[config.mk]
export PLATFORM = sky130hd
export DESIGN_NAME = ffmd_detector
export DESIGN_NICKNAME = d
export VERILOG_FILES = /design/src/core/ffmd_pkg.sv /design/src/core/ffmd_detector.sv
export SDC_FILE = /design/constraint.sdc
export NUM_CORES = 1
export LEC_CHECK = 0
export BUFFER_PORTS_ARGS = -buffer_cell sky130_fd_sc_hd__buf_2
export CAP_MARGIN = 20
export CORE_MARGIN = 8
export CORE_UTILIZATION = 55
export DETAILED_ROUTE_END_ITERATION = 10
export PLACE_DENSITY = 0.81
export SKIP_LAST_GASP = 1
export SLEW_MARGIN = 20
export SYNTH_ARGS = -nofsm -noshare
export SYNTH_HDL_FRONTEND = slang
export SYNTH_SLANG_ARGS = --single-unit
[constraint.sdc]
create_clock -name clk_sys -period 6.8 [get_ports clk_sys]
set_clock_uncertainty 0.05 [all_clocks]
set_input_delay 0.34 -clock clk_sys [delete_from_list [all_inputs] [get_ports clk_sys]]
set_output_delay 0.34 -clock clk_sys [all_outputs]
set_load 0.02 [all_outputs]
[src/core/ffmd_pkg.sv]
// Register map, field positions and scaling constants of the detector
package ffmd_pkg;
  // Register offsets
  localparam logic [7:0] ADDR_CONFIG = 8'h15;
  localparam logic [7:0] ADDR_SOURCE = 8'h16;
  localparam logic [7:0] ADDR_THRESHOLD = 8'h17;
  localparam logic [7:0] ADDR_DEBOUNCE = 8'h18;
  // Reset values
  localparam logic [7:0] RST_CONFIG = 8'h00;
  localparam logic [7:0] RST_THRESHOLD = 8'h00;
  localparam logic [7:0] RST_DEBOUNCE = 8'h00;
  // Configuration fields
  localparam int CFG_LATCH_BIT = 7;
  localparam int CFG_COMBINE_BIT = 6;
  localparam int CFG_ENABLE_LSB = 3;
  // Threshold fields
  localparam int THS_MODE_BIT = 7;
  localparam int THS_VALUE_W = 7;
  // Source fields
  localparam int SRC_ACTIVE_BIT = 7;
  // Full-scale range codes
  localparam logic [1:0] FS_2G = 2'h0;
  localparam logic [1:0] FS_4G = 2'h1;
  // Shift that turns a threshold count into sample counts per range
  localparam logic [2:0] SHIFT_2G = 3'h6;
  localparam logic [2:0] SHIFT_4G = 3'h5;
  localparam logic [2:0] SHIFT_8G = 3'h4;
  // Axis count
  localparam int NUM_AXES = 3;
endpackage : ffmd_pkg

[src/core/ffmd_detector.sv]
// Freefall and motion detector with debounce and source register
`timescale 1ns/100ps

// Overview of operation
// - Event-active set when selected combination true
// - Motion axis true when magnitude exceeds threshold
// - Freefall true when all enabled axes at/below threshold and at least one axis is enabled
// - Interrupt from event-active, enable and route
// - Source: active bit7, bit6 zero, axis pairs
// - Disabled axis flag and polarity read zero
// - Polarity zero positive, one negative
// - Threshold unsigned seven bits, resets zero
// - Threshold step one sixteenth g
// - Threshold covers eight g at any range
// - Threshold bit7 selects debounce mode
// - Mode one clears counter when false
// - Mode zero decrements counter toward zero
// - Debounce count full eight bits, resets zero
// - Counter increments per matching sample
// - Event when counter equals programmed count
// - Counter saturates at programmed count
// - Debounce step is one output sample
// - Combine select: zero AND, one OR
// - Latch freezes flags; source read clears
// - Unlatched flags follow live status
module ffmd_detector import ffmd_pkg::*; #(
  parameter int SAMPLE_W = 12
) (
  // Clock and reset
  input wire logic clk_sys,
  input wire logic rst,
  // Output samples, one strobe per data-rate period
  input wire logic sample_valid,
  input wire logic signed [SAMPLE_W-1:0] accel_x,
  input wire logic signed [SAMPLE_W-1:0] accel_y,
  input wire logic signed [SAMPLE_W-1:0] accel_z,
  input wire logic [1:0] full_scale,
  // Register port
  input wire logic reg_rd,
  input wire logic reg_wr,
  input wire logic [7:0] reg_addr,
  input wire logic [7:0] reg_wdata,
  output logic [7:0] reg_rdata_q,
  // Interrupt configuration and pins
  input wire logic detect_irq_enable,
  input wire logic detect_irq_route,
  output logic irq_pin1_q,
  output logic irq_pin2_q
);

  // Magnitude compare needs room for a 7-bit count shifted by six
  localparam int CMP_W = SAMPLE_W + 2;

  // Narrower samples cannot represent the eight g span
  if (SAMPLE_W < 11) begin : g_width_check
    $error("SAMPLE_W must be at least 11");
  end

  // Registers
  logic [7:0] detect_config_q; // Latch, combine, axis enables
  logic [7:0] detect_threshold_q; // Mode bit and threshold value
  logic [7:0] debounce_count_q; // Programmed debounce length
  logic [7:0] cnt_q; // Internal debounce counter
  logic [7:0] cnt_d;
  logic live_q; // Debounced condition at last sample
  logic live_d;
  logic event_active_q; // Reported event-active bit
  logic [NUM_AXES-1:0] flag_q; // Axis event flags, x at bit 0
  logic [NUM_AXES-1:0] pol_q; // Axis polarity bits

  // Decoded controls
  logic latch_enable;
  logic combine_select;
  logic debounce_mode;
  logic [THS_VALUE_W-1:0] threshold_value;
  logic [NUM_AXES-1:0] axis_enable; // {z, y, x}
  assign latch_enable = detect_config_q[CFG_LATCH_BIT];
  assign combine_select = detect_config_q[CFG_COMBINE_BIT];
  assign axis_enable = detect_config_q[CFG_ENABLE_LSB +: NUM_AXES];
  assign debounce_mode = detect_threshold_q[THS_MODE_BIT];
  assign threshold_value = detect_threshold_q[THS_VALUE_W-1:0];

  // Register access strobes
  logic src_read; // Host reads the source register
  logic read_clear; // Read that empties a latched source
  assign src_read = reg_rd && (reg_addr == ADDR_SOURCE);
  assign read_clear = src_read && latch_enable;

  // Threshold in sample counts for the selected range
  logic [2:0] ths_shift;
  logic [CMP_W-1:0] ths_scaled;
  always_comb begin
    unique case (full_scale)
      FS_2G: ths_shift = SHIFT_2G;
      FS_4G: ths_shift = SHIFT_4G;
      default: ths_shift = SHIFT_8G;
    endcase
  end
  // scaled span
  // Shifting rather than clipping keeps eight g reachable in every range
  assign ths_scaled = CMP_W'(threshold_value) << ths_shift;

  // Per-axis compare
  logic signed [SAMPLE_W-1:0] axis_s [NUM_AXES];
  logic [NUM_AXES-1:0] axis_high; // Above threshold, enabled
  logic [NUM_AXES-1:0] axis_low; // At or below threshold
  logic [NUM_AXES-1:0] axis_neg; // Negative acceleration
  assign axis_s[0] = accel_x;
  assign axis_s[1] = accel_y;
  assign axis_s[2] = accel_z;

  for (genvar i = 0; i < NUM_AXES; i++) begin : g_axis
    logic [SAMPLE_W-1:0] mag;
    // Two's complement magnitude; the most negative code still fits
    assign mag = axis_s[i][SAMPLE_W-1] ? SAMPLE_W'(-axis_s[i])
                                       : SAMPLE_W'(axis_s[i]);
    assign axis_high[i] = axis_enable[i] &&
                          ({2'h0, mag} > ths_scaled);
    assign axis_low[i] = ({2'h0, mag} <= ths_scaled);
    assign axis_neg[i] = axis_s[i][SAMPLE_W-1];
  end

  // Combined inertial condition
  logic cond_freefall;
  logic cond_motion;
  logic cond;
  assign cond_freefall = (axis_enable != 3'h0) &&
                         (&(axis_low | ~axis_enable));
  assign cond_motion = |axis_high;
  assign cond = combine_select ? cond_motion : cond_freefall;

  // Debounce counter next value
  always_comb begin
    // A latched read restarts the count so a new event needs a full delay
    cnt_d = read_clear ? 8'h00 : cnt_q;
    if (sample_valid) begin
      if (cond) begin
        if (cnt_d >= debounce_count_q) begin
          cnt_d = debounce_count_q;
        end else begin
          cnt_d = cnt_d + 8'h01;
        end
      end else if (debounce_mode) begin
        cnt_d = 8'h00;
      end else if (cnt_d != 8'h00) begin
        cnt_d = cnt_d - 8'h01;
      end
    end
  end

  // Debounced condition, evaluated only on samples
  always_comb begin
    live_d = live_q;
    if (sample_valid) begin
      // count reached
      // A zero count qualifies on the matching sample itself
      live_d = (debounce_count_q == 8'h00) ? cond
                                           : (cnt_d == debounce_count_q);
    end
  end

  // Counter and live condition
  always_ff @(posedge clk_sys) begin
    if (rst) begin
      cnt_q <= 8'h00;
      live_q <= 1'b0;
    end else begin
      cnt_q <= cnt_d;
      live_q <= live_d;
    end
  end

  // Event-active bit
  always_ff @(posedge clk_sys) begin
    if (rst) begin
      event_active_q <= 1'b0;
    end else if (!latch_enable) begin
      event_active_q <= live_d;
    end else if (sample_valid && live_d) begin
      // set, winning over a read in the same cycle
      event_active_q <= 1'b1;
    end else if (read_clear) begin
      event_active_q <= 1'b0;
    end
  end

  // Axis flags and polarity
  always_ff @(posedge clk_sys) begin
    if (rst) begin
      flag_q <= 3'h0;
      pol_q <= 3'h0;
    end else if (sample_valid &&
                 (!latch_enable || !event_active_q || read_clear)) begin
      flag_q <= axis_high;
      pol_q <= axis_high & axis_neg;
    end else if (read_clear) begin
      flag_q <= 3'h0;
      pol_q <= 3'h0;
    end
    // Latched and active: held until the host reads
  end

  // Source register image
  logic [7:0] source_image;
  logic [NUM_AXES-1:0] flag_vis;
  logic [NUM_AXES-1:0] pol_vis;
  assign flag_vis = flag_q & axis_enable;
  assign pol_vis = pol_q & axis_enable;
  assign source_image = {event_active_q, 1'b0,
                         flag_vis[2], pol_vis[2],
                         flag_vis[1], pol_vis[1],
                         flag_vis[0], pol_vis[0]};

  // Writable registers
  always_ff @(posedge clk_sys) begin
    if (rst) begin
      detect_config_q <= RST_CONFIG;
      detect_threshold_q <= RST_THRESHOLD;
      debounce_count_q <= RST_DEBOUNCE;
    end else if (reg_wr) begin
      unique case (reg_addr)
        ADDR_CONFIG: detect_config_q <= reg_wdata;
        ADDR_THRESHOLD: detect_threshold_q <= reg_wdata;
        ADDR_DEBOUNCE: debounce_count_q <= reg_wdata;
        default: ;
      endcase
    end
  end

  // Read data, one cycle after the read strobe
  always_ff @(posedge clk_sys) begin
    if (rst) begin
      reg_rdata_q <= 8'h00;
    end else if (reg_rd) begin
      unique case (reg_addr)
        ADDR_CONFIG: reg_rdata_q <= detect_config_q;
        ADDR_SOURCE: reg_rdata_q <= source_image;
        ADDR_THRESHOLD: reg_rdata_q <= detect_threshold_q;
        ADDR_DEBOUNCE: reg_rdata_q <= debounce_count_q;
        // Unmapped addresses read zero
        default: reg_rdata_q <= 8'h00;
      endcase
    end
  end

  // Interrupt pins
  always_ff @(posedge clk_sys) begin
    if (rst) begin
      irq_pin1_q <= 1'b0;
      irq_pin2_q <= 1'b0;
    end else begin
      irq_pin1_q <= event_active_q && detect_irq_enable &&
                    detect_irq_route;
      irq_pin2_q <= event_active_q && detect_irq_enable &&
                    !detect_irq_route;
    end
  end
endmodule : ffmd_detector

== Word-level counts from Yosys, hierarchy flattened ==
Cells that the tools add are included.

* Add/subtract/negate cells: 5
* $lt $le $gt $ge: 7
* Equal/unequal tests: 7
* Shift-type cells: 1
* Muxes and demuxes: 20
* Bitwise operators: 5
* Reduce and logical (&&, ||, !) cells: 26

{| class="wikitable"
|+ Operators with widths
! cell !! count
|-
| $mux 8 || 6
|-
| $gt 12x14->1 || 3
|-
| $le 12x14->1 || 3
|-
| $mux 12 || 3
|-
| $neg 12->12 || 3
|-
| $eq 8x5->1 const B || 4
|-
| $pmux 8 s4 || 1
|-
| $shl 7x3->14 || 1
|-
| $logic_and 1x1->1 || 11
|-
| $and 3x3->3 || 3
|-
| $mux 3 || 3
|-
| $add 8x1->8 const B || 1
|-
| $eq 8x8->1 || 1
|-
| $ge 8x8->1 || 1
|-
| $logic_not 8->1 || 1
|-
| $reduce_bool 8->1 || 1
|-
| $sub 8x1->8 const B || 1
|-
| $mux 1 || 6
|-
| $reduce_and 2->1 || 3
|-
| $pmux 2 s2 || 1
|-
| $logic_not 1->1 || 3
|-
| $ne 3x1->1 const B || 1
|-
| $not 3->3 || 1
|-
| $or 3x3->3 || 1
|-
| 7 further kinds || 8
|}

* Flip-flop bits (word level): 50
* Bits of input ports: 61
* Output and inout port bits: 10
* Word-level logic and storage cells: 82

== Longest topological paths before layout ==
Gate-level depths: netlist (run 1).

* Depth after elaboration: 16
* Gate-level depth with buffers: 18

== Least setup slack after synthesis (run 1) ==
No wires, ideal clock.

* Kind: input-to-reg
* From: in accel_y[3]
* To: reg cnt_q[0]
* Arrival: 4076 ps
* Data required time: 6664 ps
* Slack: 2588 ps
* Stages: 17
* Path through: or3_1 or3b_2 or2_2 o21ai_0 xnor2_1 ha_1 nand4_1 a2111o_1 o311ai_1 or2_1 o211ai_1 o21a_1 buf_2 buf_2 a211oi_1 a21oi_1 a211oi_1

* Word-level cells in the longest chain between the ends: 9
* Elaborated cells between the ends (all ways): 12
* Classes of those cells: add/sub (1); order compare (2); mux (4); bitwise (1); reduce/logical (4)

{| class="wikitable"
|+ Ends and longest elaborated chain
! what !! line !! text
|-
| start, declared || ffmd_detector.sv:35 || <nowiki>input wire logic signed [SAMPLE_W-1:0] accel_y,</nowiki>
|-
| $neg 12->12 || ffmd_detector.sv:115 || <nowiki>assign mag = axis_s[i][SAMPLE_W-1] ? SAMPLE_W'(-axis_s[i])</nowiki>
|-
| $mux 12 (*) || ffmd_detector.sv:115 ||
|-
| $le 12x14->1 || ffmd_detector.sv:119 || <nowiki>assign axis_low[i] = ({2'h0, mag} <= ths_scaled);</nowiki>
|-
| $or 3x3->3 || ffmd_detector.sv:128 || <nowiki>(&(axis_low | ~axis_enable));</nowiki>
|-
| $reduce_and 3->1 || ffmd_detector.sv:128 ||
|-
| $logic_and 1x1->1 || ffmd_detector.sv:127 || <nowiki>assign cond_freefall = (axis_enable != 3'h0) &&</nowiki>
|-
| $mux 1 (*) || ffmd_detector.sv:130 || <nowiki>assign cond = combine_select ? cond_motion : cond_freefall;</nowiki>
|-
| $mux 8 (*) || ffmd_detector.sv:137 || <nowiki>if (cond) begin</nowiki>
|-
| $mux 8 (*) || ffmd_detector.sv:136 || <nowiki>if (sample_valid) begin</nowiki>
|-
| end signal, assigned || ffmd_detector.sv:168 || <nowiki>cnt_q <= cnt_d;</nowiki>
|-
| end, declared || ffmd_detector.sv:63 || <nowiki>logic [7:0] cnt_q;</nowiki>
|}

Every way passes the cells marked *; elsewhere a longest branch is shown, timed or not.
A chain may end at the register's enable or synchronous reset.

== Worst setup path after layout (run 1) ==
* From: in accel_y[3]
* To: reg event_active_q

* Word-level cells in the longest chain between the ends: 15
* Elaborated cells between the ends (all ways): 19
* Classes of those cells: add/sub (1); order compare (2); eq/ne (2); mux (8); bitwise (1); reduce/logical (5)

{| class="wikitable"
|+ Ends and longest elaborated chain
! what !! line !! text
|-
| $neg 12->12 || ffmd_detector.sv:115 ||
|-
| $mux 12 (*) || ffmd_detector.sv:115 ||
|-
| $le 12x14->1 || ffmd_detector.sv:119 ||
|-
| $or 3x3->3 || ffmd_detector.sv:128 ||
|-
| $reduce_and 3->1 || ffmd_detector.sv:128 ||
|-
| $logic_and 1x1->1 || ffmd_detector.sv:127 ||
|-
| $mux 1 (*) || ffmd_detector.sv:130 ||
|-
| $mux 8 || ffmd_detector.sv:137 ||
|-
| $mux 8 || ffmd_detector.sv:136 ||
|-
| $eq 8x8->1 || ffmd_detector.sv:158 || <nowiki>: (cnt_d == debounce_count_q);</nowiki>
|-
| $mux 1 (*) || ffmd_detector.sv:157 || <nowiki>live_d = (debounce_count_q == 8'h00) ? cond</nowiki>
|-
| $mux 1 (*) || ffmd_detector.sv:154 || <nowiki>if (sample_valid) begin</nowiki>
|-
| $logic_and 1x1->1 || ffmd_detector.sv:179 || <nowiki>end else if (sample_valid && live_d) begin</nowiki>
|-
| $mux 1 || ffmd_detector.sv:179 ||
|-
| $mux 1 || ffmd_detector.sv:177 || <nowiki>end else if (!latch_enable) begin</nowiki>
|-
| end signal, assigned || ffmd_detector.sv:178 || <nowiki>event_active_q <= live_d;</nowiki>
|-
| end, declared || ffmd_detector.sv:67 || <nowiki>logic event_active_q;</nowiki>
|}

Marks and branches as above.

==> reports/results.ini, run 1 <==
[status]
outcome = finished clean

[global_route]
antenna_found_initial = 0
grt_max_degree = 52
grt_pass1_vias = 4763
grt-ovfl-total = 0
met3_usage = 0.0419
grt_use_met1 = 0.280
track_usage = 0.227
grt.busiest_layer = met2
grt_pass1_wl_microns = 22000
grtUsageMet2 = 0.395

[pwr]
leakagePower_nw = 2.01
power_density_mw_per_mm2 = 290
combPwrFrac = 0.598
p_clk_frac = 0.154
max-vdd-ir-drop_mv = 0.155
switching_share = 0.457
power.switching_w = 0.000672
p_int_w = 0.000798
seq_power_share = 0.249

[route]
post-route-drc-count = 0
drt_pre_antenna_iters = 5
wl_per_cell_microns = 17.5
num_vias = 4756
viasPerCell = 6.31
antenna_left = 0
wl_microns = 13200
first_iter_violations = 371

[worst_setup_path]
cp-start-kind = primary input
rr_startpoint = detect_threshold_q[3]
reg2reg_to = event_active_q
crit_type = in2reg
rrSetupSlack_ps = 2480
worst_ep_required_time_ps = 6970
cp-endpoint = event_active_q
cp-end-kind = flip-flop
rr_worst_depth = 13
critPathArrivalTime_ps = 5130
setup.worst_path.start = accel_y[3]
path_max_fanout = 19

[synth]
synth_edf_count = 0
ys.flop_type = dfxtp_1
syn_inst = 602
synthAdderAreaFrac = 0.101
synthMuxAreaShare = 0.0916
synth_cell_types = 75
synth_xor_area_frac = 0.0590
synth_nets = 700
syn_area_sq_mm = 0.00460
ys_seq_area_frac = 0.218
synth_top_family_by_area = simple AND/OR/NAND/NOR gates
synth_compound_area_frac = 0.237
ys_warn_count = 0
synth-simple-area-share = 0.243
syn-mean-instance-area_sq_um = 7.64
ys_seq_elements = 50
async_flop_share = 0

[die]
row_count = 33
start_util = 0.563
io_pins = 71
core_area_sq_mm = 0.00818
fp.dieW_microns = 107
die-area_sq_mm = 0.0115
die_y_microns = 107

[clock_network]
clk_latency_ps = 310
cts_htree_levels = 2
cts_buffer_depth = 2
cts_hold_buf = 0
cts_buffers = 5
path_clk_slew_ps = 100
cts.sinks = 50
cts_root_buf = clkbuf_8
cts_tree = yes
cts_setup_buffers = 0
cts_resized = 0

[job]
maxCapViolCount = 0

[timing]
setup_tns_ps = 0
slew_headroom = 0.338
period_share = 0.729
hold_viol = 0
finalSetupViolations = 0
rsz0062_at_grt = no
fmax_ghz = 0.202
timing.final.ws_setup_ps = 1840
tightestPinTransition_ps = 990
drv_slew = 0
fin_crit_ps = 4960

[placement]
io_buffers = 70
place_inst = 746
gp_congestion = 0.941
place_ws_ps = 1550
dpl.hpwl_microns = 10200

[worst_hold_path]
min_path_type = in2reg

[layout]
final_layout_size_suffix_gt1_frac = 0.153
final_nets = 746
final_util = 0.620
layout.cells.non_filler = 754
n_antenna_cell = 0
areaGrowthSynthToFinish_pct = 10.2

## per-stage QoR
step	hold WS (ps)	area [sq um]	total power (W)
final	144	5070	0.00147
after floorplan	368	4600	0.00104
after global placement	419	4950	0.00121
after CTS	142	5070	0.00145
after detailed placement	425	4950	0.00123
after global routing	146	5070	0.00157
## worst max-delay path, cell delays in order
cell       delay [ps]
buf_2             120
or3_1             400
or3b_2            460
or2_2             290
o21ai_0           230
xnor2_1           170
ha_1              270
nand4_1           120
nor2_1             60
a2111oi_0         810
o31a_1            240
o31a_1            210
o21a_1            670
nor3b_1           280
o2111ai_1         180
o31ai_1           260
## worst min path at each step
stage	start	endpoint	cells after the start
5_1_grt	detect_irq_route	irq_pin2_q	2
2_1_floorplan	detect_irq_route	irq_pin2_q	1
4_1_cts	detect_irq_route	irq_pin2_q	2
3_5_place_dp	reg_rdata_q[7]	reg_rdata_q[7]	2
6_report	detect_irq_route	irq_pin2_q	2
3_3_place_gp	reg_rdata_q[6]	reg_rdata_q[6]	2
## area by class of cell
type | instances | area (sq um)
fillers | 747 | 3100
clock inverters | 3 | 48.8
multi-input cells | 492 | 3360
clock buffers | 5 | 68.8
repair buffers | 70 | 350
well taps | 105 | 131
inverters | 29 | 109
flip-flops and latches | 50 | 1000
## power by group through the flow
stage	Sequential, W	Combinational, W	Clock, W
after floorplan	0.000343	0.000701	0
after global placement	0.000369	0.000837	0
after detailed placement	0.000370	0.000857	0
after CTS	0.000363	0.000864	0.000223
after global routing	0.000370	0.000969	0.000235
final	0.000365	0.000879	0.000226
## sequential cells by signal, indices dropped and copies added, names as in the netlist
signal              count
irq_pin1_q              1
irq_pin2_q              1
live_q                  1
detect_threshold_q      8
flag_q                  3
reg_rdata_q             8
event_active_q          1
pol_q                   3
cnt_q                   8
debounce_count_q        8
detect_config_q         8
## routing by layer
layer | wire length, microns | part of all wire
met5 | 0 | 0
met4 | 176 | 0.013
met3 | 867 | 0.066
met2 | 6500 | 0.49
met1 | 5680 | 0.43
## kinds of logic (layout without fill, tap and decap cells)
kind of cell	count (synthesis)	in the layout
compound gates	162	162
flops	50	50
simple gates	222	222
buf+inv	60	107
fa+ha+maj	37	37
xor+xnor	31	31
mux	40	40
## cells in the mapped netlist, types with 7 or more instances
master | number | area, sq um
a21oi_1 | 49 | 245
nand3_1 | 23 | 115
clkbuf_1 | 26 | 97.6
o31ai_1 | 12 | 90.1
or3_1 | 10 | 62.6
nor3_1 | 11 | 55.1
dfxtp_1 | 50 | 1000
a32oi_1 | 7 | 61.3
nand2_1 | 57 | 214
mux2i_1 | 32 | 320
nor2_1 | 68 | 255
o211ai_1 | 8 | 60.1
o21ai_0 | 18 | 90.1
ha_1 | 37 | 463
xor2_1 | 7 | 61.3
xnor2_1 | 24 | 210
inv_1 | 27 | 101
## placed cells by master, fill, tap and decap left out, types with 3 or more instances in the layout
master | synthesis | final
a2111oi_0 | 4 | 4
a211o_1 | 3 | 3
a211oi_1 | 6 | 6
a21o_1 | 3 | 3
a21oi_1 | 49 | 49
a22oi_1 | 6 | 6
a31oi_1 | 4 | 4
a32oi_1 | 7 | 7
and2_1 | 6 | 6
and3_1 | 3 | 3
buf_2 | 4 | 70
clkbuf_8 | 0 | 5
dfxtp_1 | 50 | 50
ha_1 | 37 | 37
inv_1 | 27 | 27
mux2_2 | 6 | 6
mux2i_1 | 32 | 32
nand2_1 | 57 | 57
nand2b_1 | 6 | 6
nand3_1 | 23 | 23
nand4_1 | 6 | 6
nor2_1 | 68 | 68
nor3_1 | 11 | 11
nor3b_1 | 6 | 6
nor4_1 | 4 | 4
nor4b_1 | 3 | 3
o211ai_1 | 8 | 8
o21a_1 | 5 | 5
o21ai_0 | 18 | 18
o21ai_1 | 6 | 6
o31ai_1 | 12 | 12
or3_1 | 10 | 10
or4_1 | 3 | 3
xnor2_1 | 24 | 24
xor2_1 | 7 | 7
Power figures use the tool's default switching activity.
==> run 2: changes to the inputs <==
clock period = 4.9 ns   (was 6.8 ns; I/O delays follow)
==> reports/results.ini, run 2 (synthesis gave the netlist of run 1 again) <==
[status]
outcome = finished clean

[timing]
drv_slew = 0
tightestPinTransition_ps = 966
setup_tns_ps = 0
slew_headroom = 0.354
finalSetupViolations = 0
fin_crit_ps = 4450
hold_viol = 0
period_share = 0.909
fmax_ghz = 0.225
rsz0062_at_grt = no

[pwr]
leakagePower_nw = 2.03
power_w = 0.00208
power_density_mw_per_mm2 = 407
max-vdd-ir-drop_mv = 0.210

[worst_setup_path]
crit_family = compound AO/OA/AOI/OAI gates
worstPathCellList = buf_2 > or3_1 > or3b_2 > or2_2 > o21ai_0 > xnor2_1 > ha_1 > nand4_1 > a2111o_1 > o311ai_1 > or2_1 > o211ai_1 > o21a_1 > a311oi_1 > o2111ai_1 > o31ai_1
critPathArrivalTime_ps = 4640
path_max_fanout = 11
crit_type = in2reg
worst_ep_required_time_ps = 5090
cp-end-kind = flip-flop
critPathBufInv = 1
cpPeakStageDelay_ps = 460
cp-start-kind = primary input
cp_slowest_cell = or3b_2

[route]
drt_pre_antenna_iters = 5
viasPerCell = 6.27
wl_per_cell_microns = 17.7
antenna_left = 0
first_iter_violations = 327
post-route-drc-count = 0
wl_microns = 13400
num_vias = 4749

[worst_hold_path]
min_path_type = in2reg

[clock_network]
cts_hold_buf = 0
cts_root_buf = clkbuf_8
cts_htree_levels = 2
cts_buffer_depth = 2
cts.sinks = 50
cts_buffers = 5
cts_tree = yes
cts_resized = 0
cts_setup_buffers = 0
path_clk_slew_ps = 100
clk_latency_ps = 320

[layout]
areaGrowthSynthToFinish_pct = 10.9
final_layout_size_suffix_gt1_frac = 0.158
final_common_cell = buf_2
fillers = 760
final_nets = 750
mostFrequentLayoutCells = buf_2, nor2_1, nand2_1, dfxtp_1, a21oi_1
layout.cells.non_filler = 758
final_util = 0.624
n_antenna_cell = 0

[global_route]
antenna_found_initial = 0
grt-ovfl-total = 0
grt_pass1_wl_microns = 22200
track_usage = 0.232
grt_pass1_vias = 4658
grt_max_degree = 52

[placement]
dpl.hpwl_microns = 10600
place_inst = 750
io_buffers = 70
gp_congestion = 0.916

[die]
die_y_microns = 107
io_pins = 71
start_util = 0.563
row_count = 33
core_area_sq_mm = 0.00818
fp.dieW_microns = 107
die-area_sq_mm = 0.0115

[job]
maxCapViolCount = 0

run 2: changes by cell type in the layout (fill, tap and decap cells not counted), sizes merged:
| cell | before | now |
|---|---|---|
| buf | 70 | 74 |
run 2: power by group:
group	total, W	switching (W)	internal, W	leakage, nW
clock network	0.000312	0.000156	0.000156	0.0563
logic	0.00126	0.000723	0.000535	1.57
registers	0.000506	0.0000672	0.000438	0.404
total	0.00208	0.000946	0.00113	2.03
run 2: path summary, 6_finish.rpt:
check	start	slack, ps	end	cells after the start
setup / recovery	accel_y[3]	450	event_active_q	16
hold / removal	detect_irq_route	40	irq_pin2_q	2
setup reg to reg	detect_threshold_q[5]	1070	event_active_q	12
hold reg to reg	reg_rdata_q[7]	440	reg_rdata_q[7]	2
run 2: stage by stage:
| stage | hold slack (ps) | setup slack, ps | instance area (sq um) |
|---|---|---|---|
| final | 37.4 | 447 | 5100 |
| after floorplan | 273 | 783 | 4600 |
| after global routing | 52.5 | 176 | 5100 |
| after CTS | 36.3 | 484 | 5100 |
| after detailed placement | 379 | 155 | 4980 |
| after global placement | 368 | 313 | 4980 |
run 2: cell type report:
type	instances	area, sq um	area share
Clock buffer	5	68.8	0.0135
Clock inverter	3	48.8	0.00956
Inverter	29	109	0.0213
Multi-Input combinational cell	492	3360	0.659
Sequential cell	50	1000	0.196
Tap cell	105	131	0.0257
Timing Repair Buffer	74	380	0.0745
run 2: layer usage:
metal	wire (microns)	global-route usage
met2	6580	0.397
met1	5830	0.284
met4	252	0.0783
met5	0	0
met3	729	0.0419
==> run 3: changes to the inputs <==
BUFFER_PORTS_ARGS = -buffer_cell sky130_fd_sc_hd__buf_4   (was -buffer_cell sky130_fd_sc_hd__buf_2)
CTS_CLUSTER_DIAMETER = 80   (was default)
MAX_ROUTING_LAYER = met4   (was default)
==> reports/results.ini, run 3 (synthesis gave the netlist of run 1 again) <==
[timing]
fmax_ghz = 0.219
period_share = 0.930
setup_tns_ps = 0
tightestPinTransition_ps = 1050
drv_slew = 0
fin_crit_ps = 4560
finalSetupViolations = 0
hold_viol = 0
timing.final.ws_setup_ps = 344
rsz0062_at_grt = no
slew_headroom = 0.296

[global_route]
grt_use_met1 = 0.299
grt_max_degree = 52
track_usage = 0.246
grtUsageMet2 = 0.410
met3_usage = 0.0275
grt_pass1_vias = 4825
antenna_found_initial = 0
grt.busiest_layer = met2
grt-ovfl-total = 0
grt_pass1_wl_microns = 22900

[worst_setup_path]
worstPathCellList = buf_4 > or3_1 > or3b_2 > or2_2 > o21ai_0 > xnor2_1 > ha_1 > nand4_1 > a2111o_1 > o311ai_1 > o31a_1 > o31a_1 > o21a_1 > mux2i_4 > xnor2_1 > o31ai_1
cp-end-kind = flip-flop
cp_slowest_cell = o21a_1
critPathArrivalTime_ps = 4720
cpPeakStageDelay_ps = 490
crit_type = in2reg
worst_ep_required_time_ps = 5070
cp-start-kind = primary input
path_max_fanout = 12

[route]
drt_pre_antenna_iters = 5
antenna_left = 0
wl_per_cell_microns = 18.1
post-route-drc-count = 0
first_iter_violations = 408
viasPerCell = 6.29
wl_microns = 13700
num_vias = 4780

[layout]
final_layout_size_suffix_gt1_frac = 0.160
final_util = 0.645
mostFrequentLayoutCells = buf_4, nor2_1, nand2_1, dfxtp_1, a21oi_1
n_antenna_cell = 0
final_nets = 752
layout.cells.non_filler = 760
final_common_cell = buf_4
fillers = 713
areaGrowthSynthToFinish_pct = 14.6

[clock_network]
cts_root_buf = clkbuf_8
cts.sinks = 50
cts_buffer_depth = 2
path_clk_slew_ps = 90
cts_hold_buf = 0
cts_resized = 0
cts_htree_levels = 2
clk_latency_ps = 300
cts_setup_buffers = 0
cts_buffers = 5
cts_tree = yes

[status]
outcome = finished clean

[pwr]
leakagePower_nw = 2.09
max-vdd-ir-drop_mv = 0.232
power_density_mw_per_mm2 = 388

[die]
row_count = 33
io_pins = 71
start_util = 0.563
die-area_sq_mm = 0.0115
core_area_sq_mm = 0.00818
fp.dieW_microns = 107
die_y_microns = 107

[placement]
place_inst = 752
gp_congestion = 0.969
place_ws_ps = 114
io_buffers = 70
dpl.hpwl_microns = 10800

[worst_hold_path]
min_path_type = in2reg

[job]
maxCapViolCount = 0

==> run 3: changes by cell type in the layout (fill, tap and decap cells not counted), sizes merged <==
cell / before / now
clkinv: 0 / 2
clkbuf: 5 / 6
bufinv: 1 / 0
clkinvlp: 1 / 0
inv: 30 / 29
buf: 74 / 76
==> run 3: worst paths after layout <==
check                         from                  to  slack (ps)  cells past startpoint
max                     accel_y[3]      event_active_q         340                     16
min               detect_irq_route          irq_pin2_q          50                      2
max reg2reg  detect_threshold_q[5]      event_active_q        1000                     12
min reg2reg     detect_config_q[1]  detect_config_q[1]         450                      2
==> run 3: area by class of cell <==
class / count / area, sq um / area share
multi-input combinational: 492 / 3360 / 0.638
sequential: 50 / 1000 / 0.190
timing repair buffer: 76 / 571 / 0.108
tap: 105 / 131 / 0.0249
inverter: 29 / 109 / 0.0206
clock buffer: 6 / 82.6 / 0.0157
clock inverter: 2 / 17.5 / 0.00332
==> run 3: metrics by stage <==
stage	hold WS, ps	area [sq um]	power, W
4_1_cts	43.0	5280	0.00203
5_1_grt	40.0	5280	0.00219
2_1_floorplan	273	4600	0.00145
6_report	48.9	5280	0.00204
3_3_place_gp	365	5170	0.00174
3_5_place_dp	368	5170	0.00177
==> run 3: critical path: cells and delay by family <==
family / cells / cell delay, ps
compound gates: 7 / 2200
mux: 1 / 340
xor+xnor: 2 / 220
simple gates: 4 / 1300
fa+ha+maj: 1 / 280
buf+inv: 1 / 130
==> run 3: metal layers <==
metal  share of wire  routed length (microns)
met5               0                        0
met3           0.049                      678
met1            0.43                     5930
met2            0.49                     6780
met4           0.026                      358
==> run 3: power breakdown <==
group / internal, W / switching, W
Combinational: 0.000553 / 0.000725
Clock: 0.000116 / 0.000143
Sequential: 0.000438 / 0.0000689
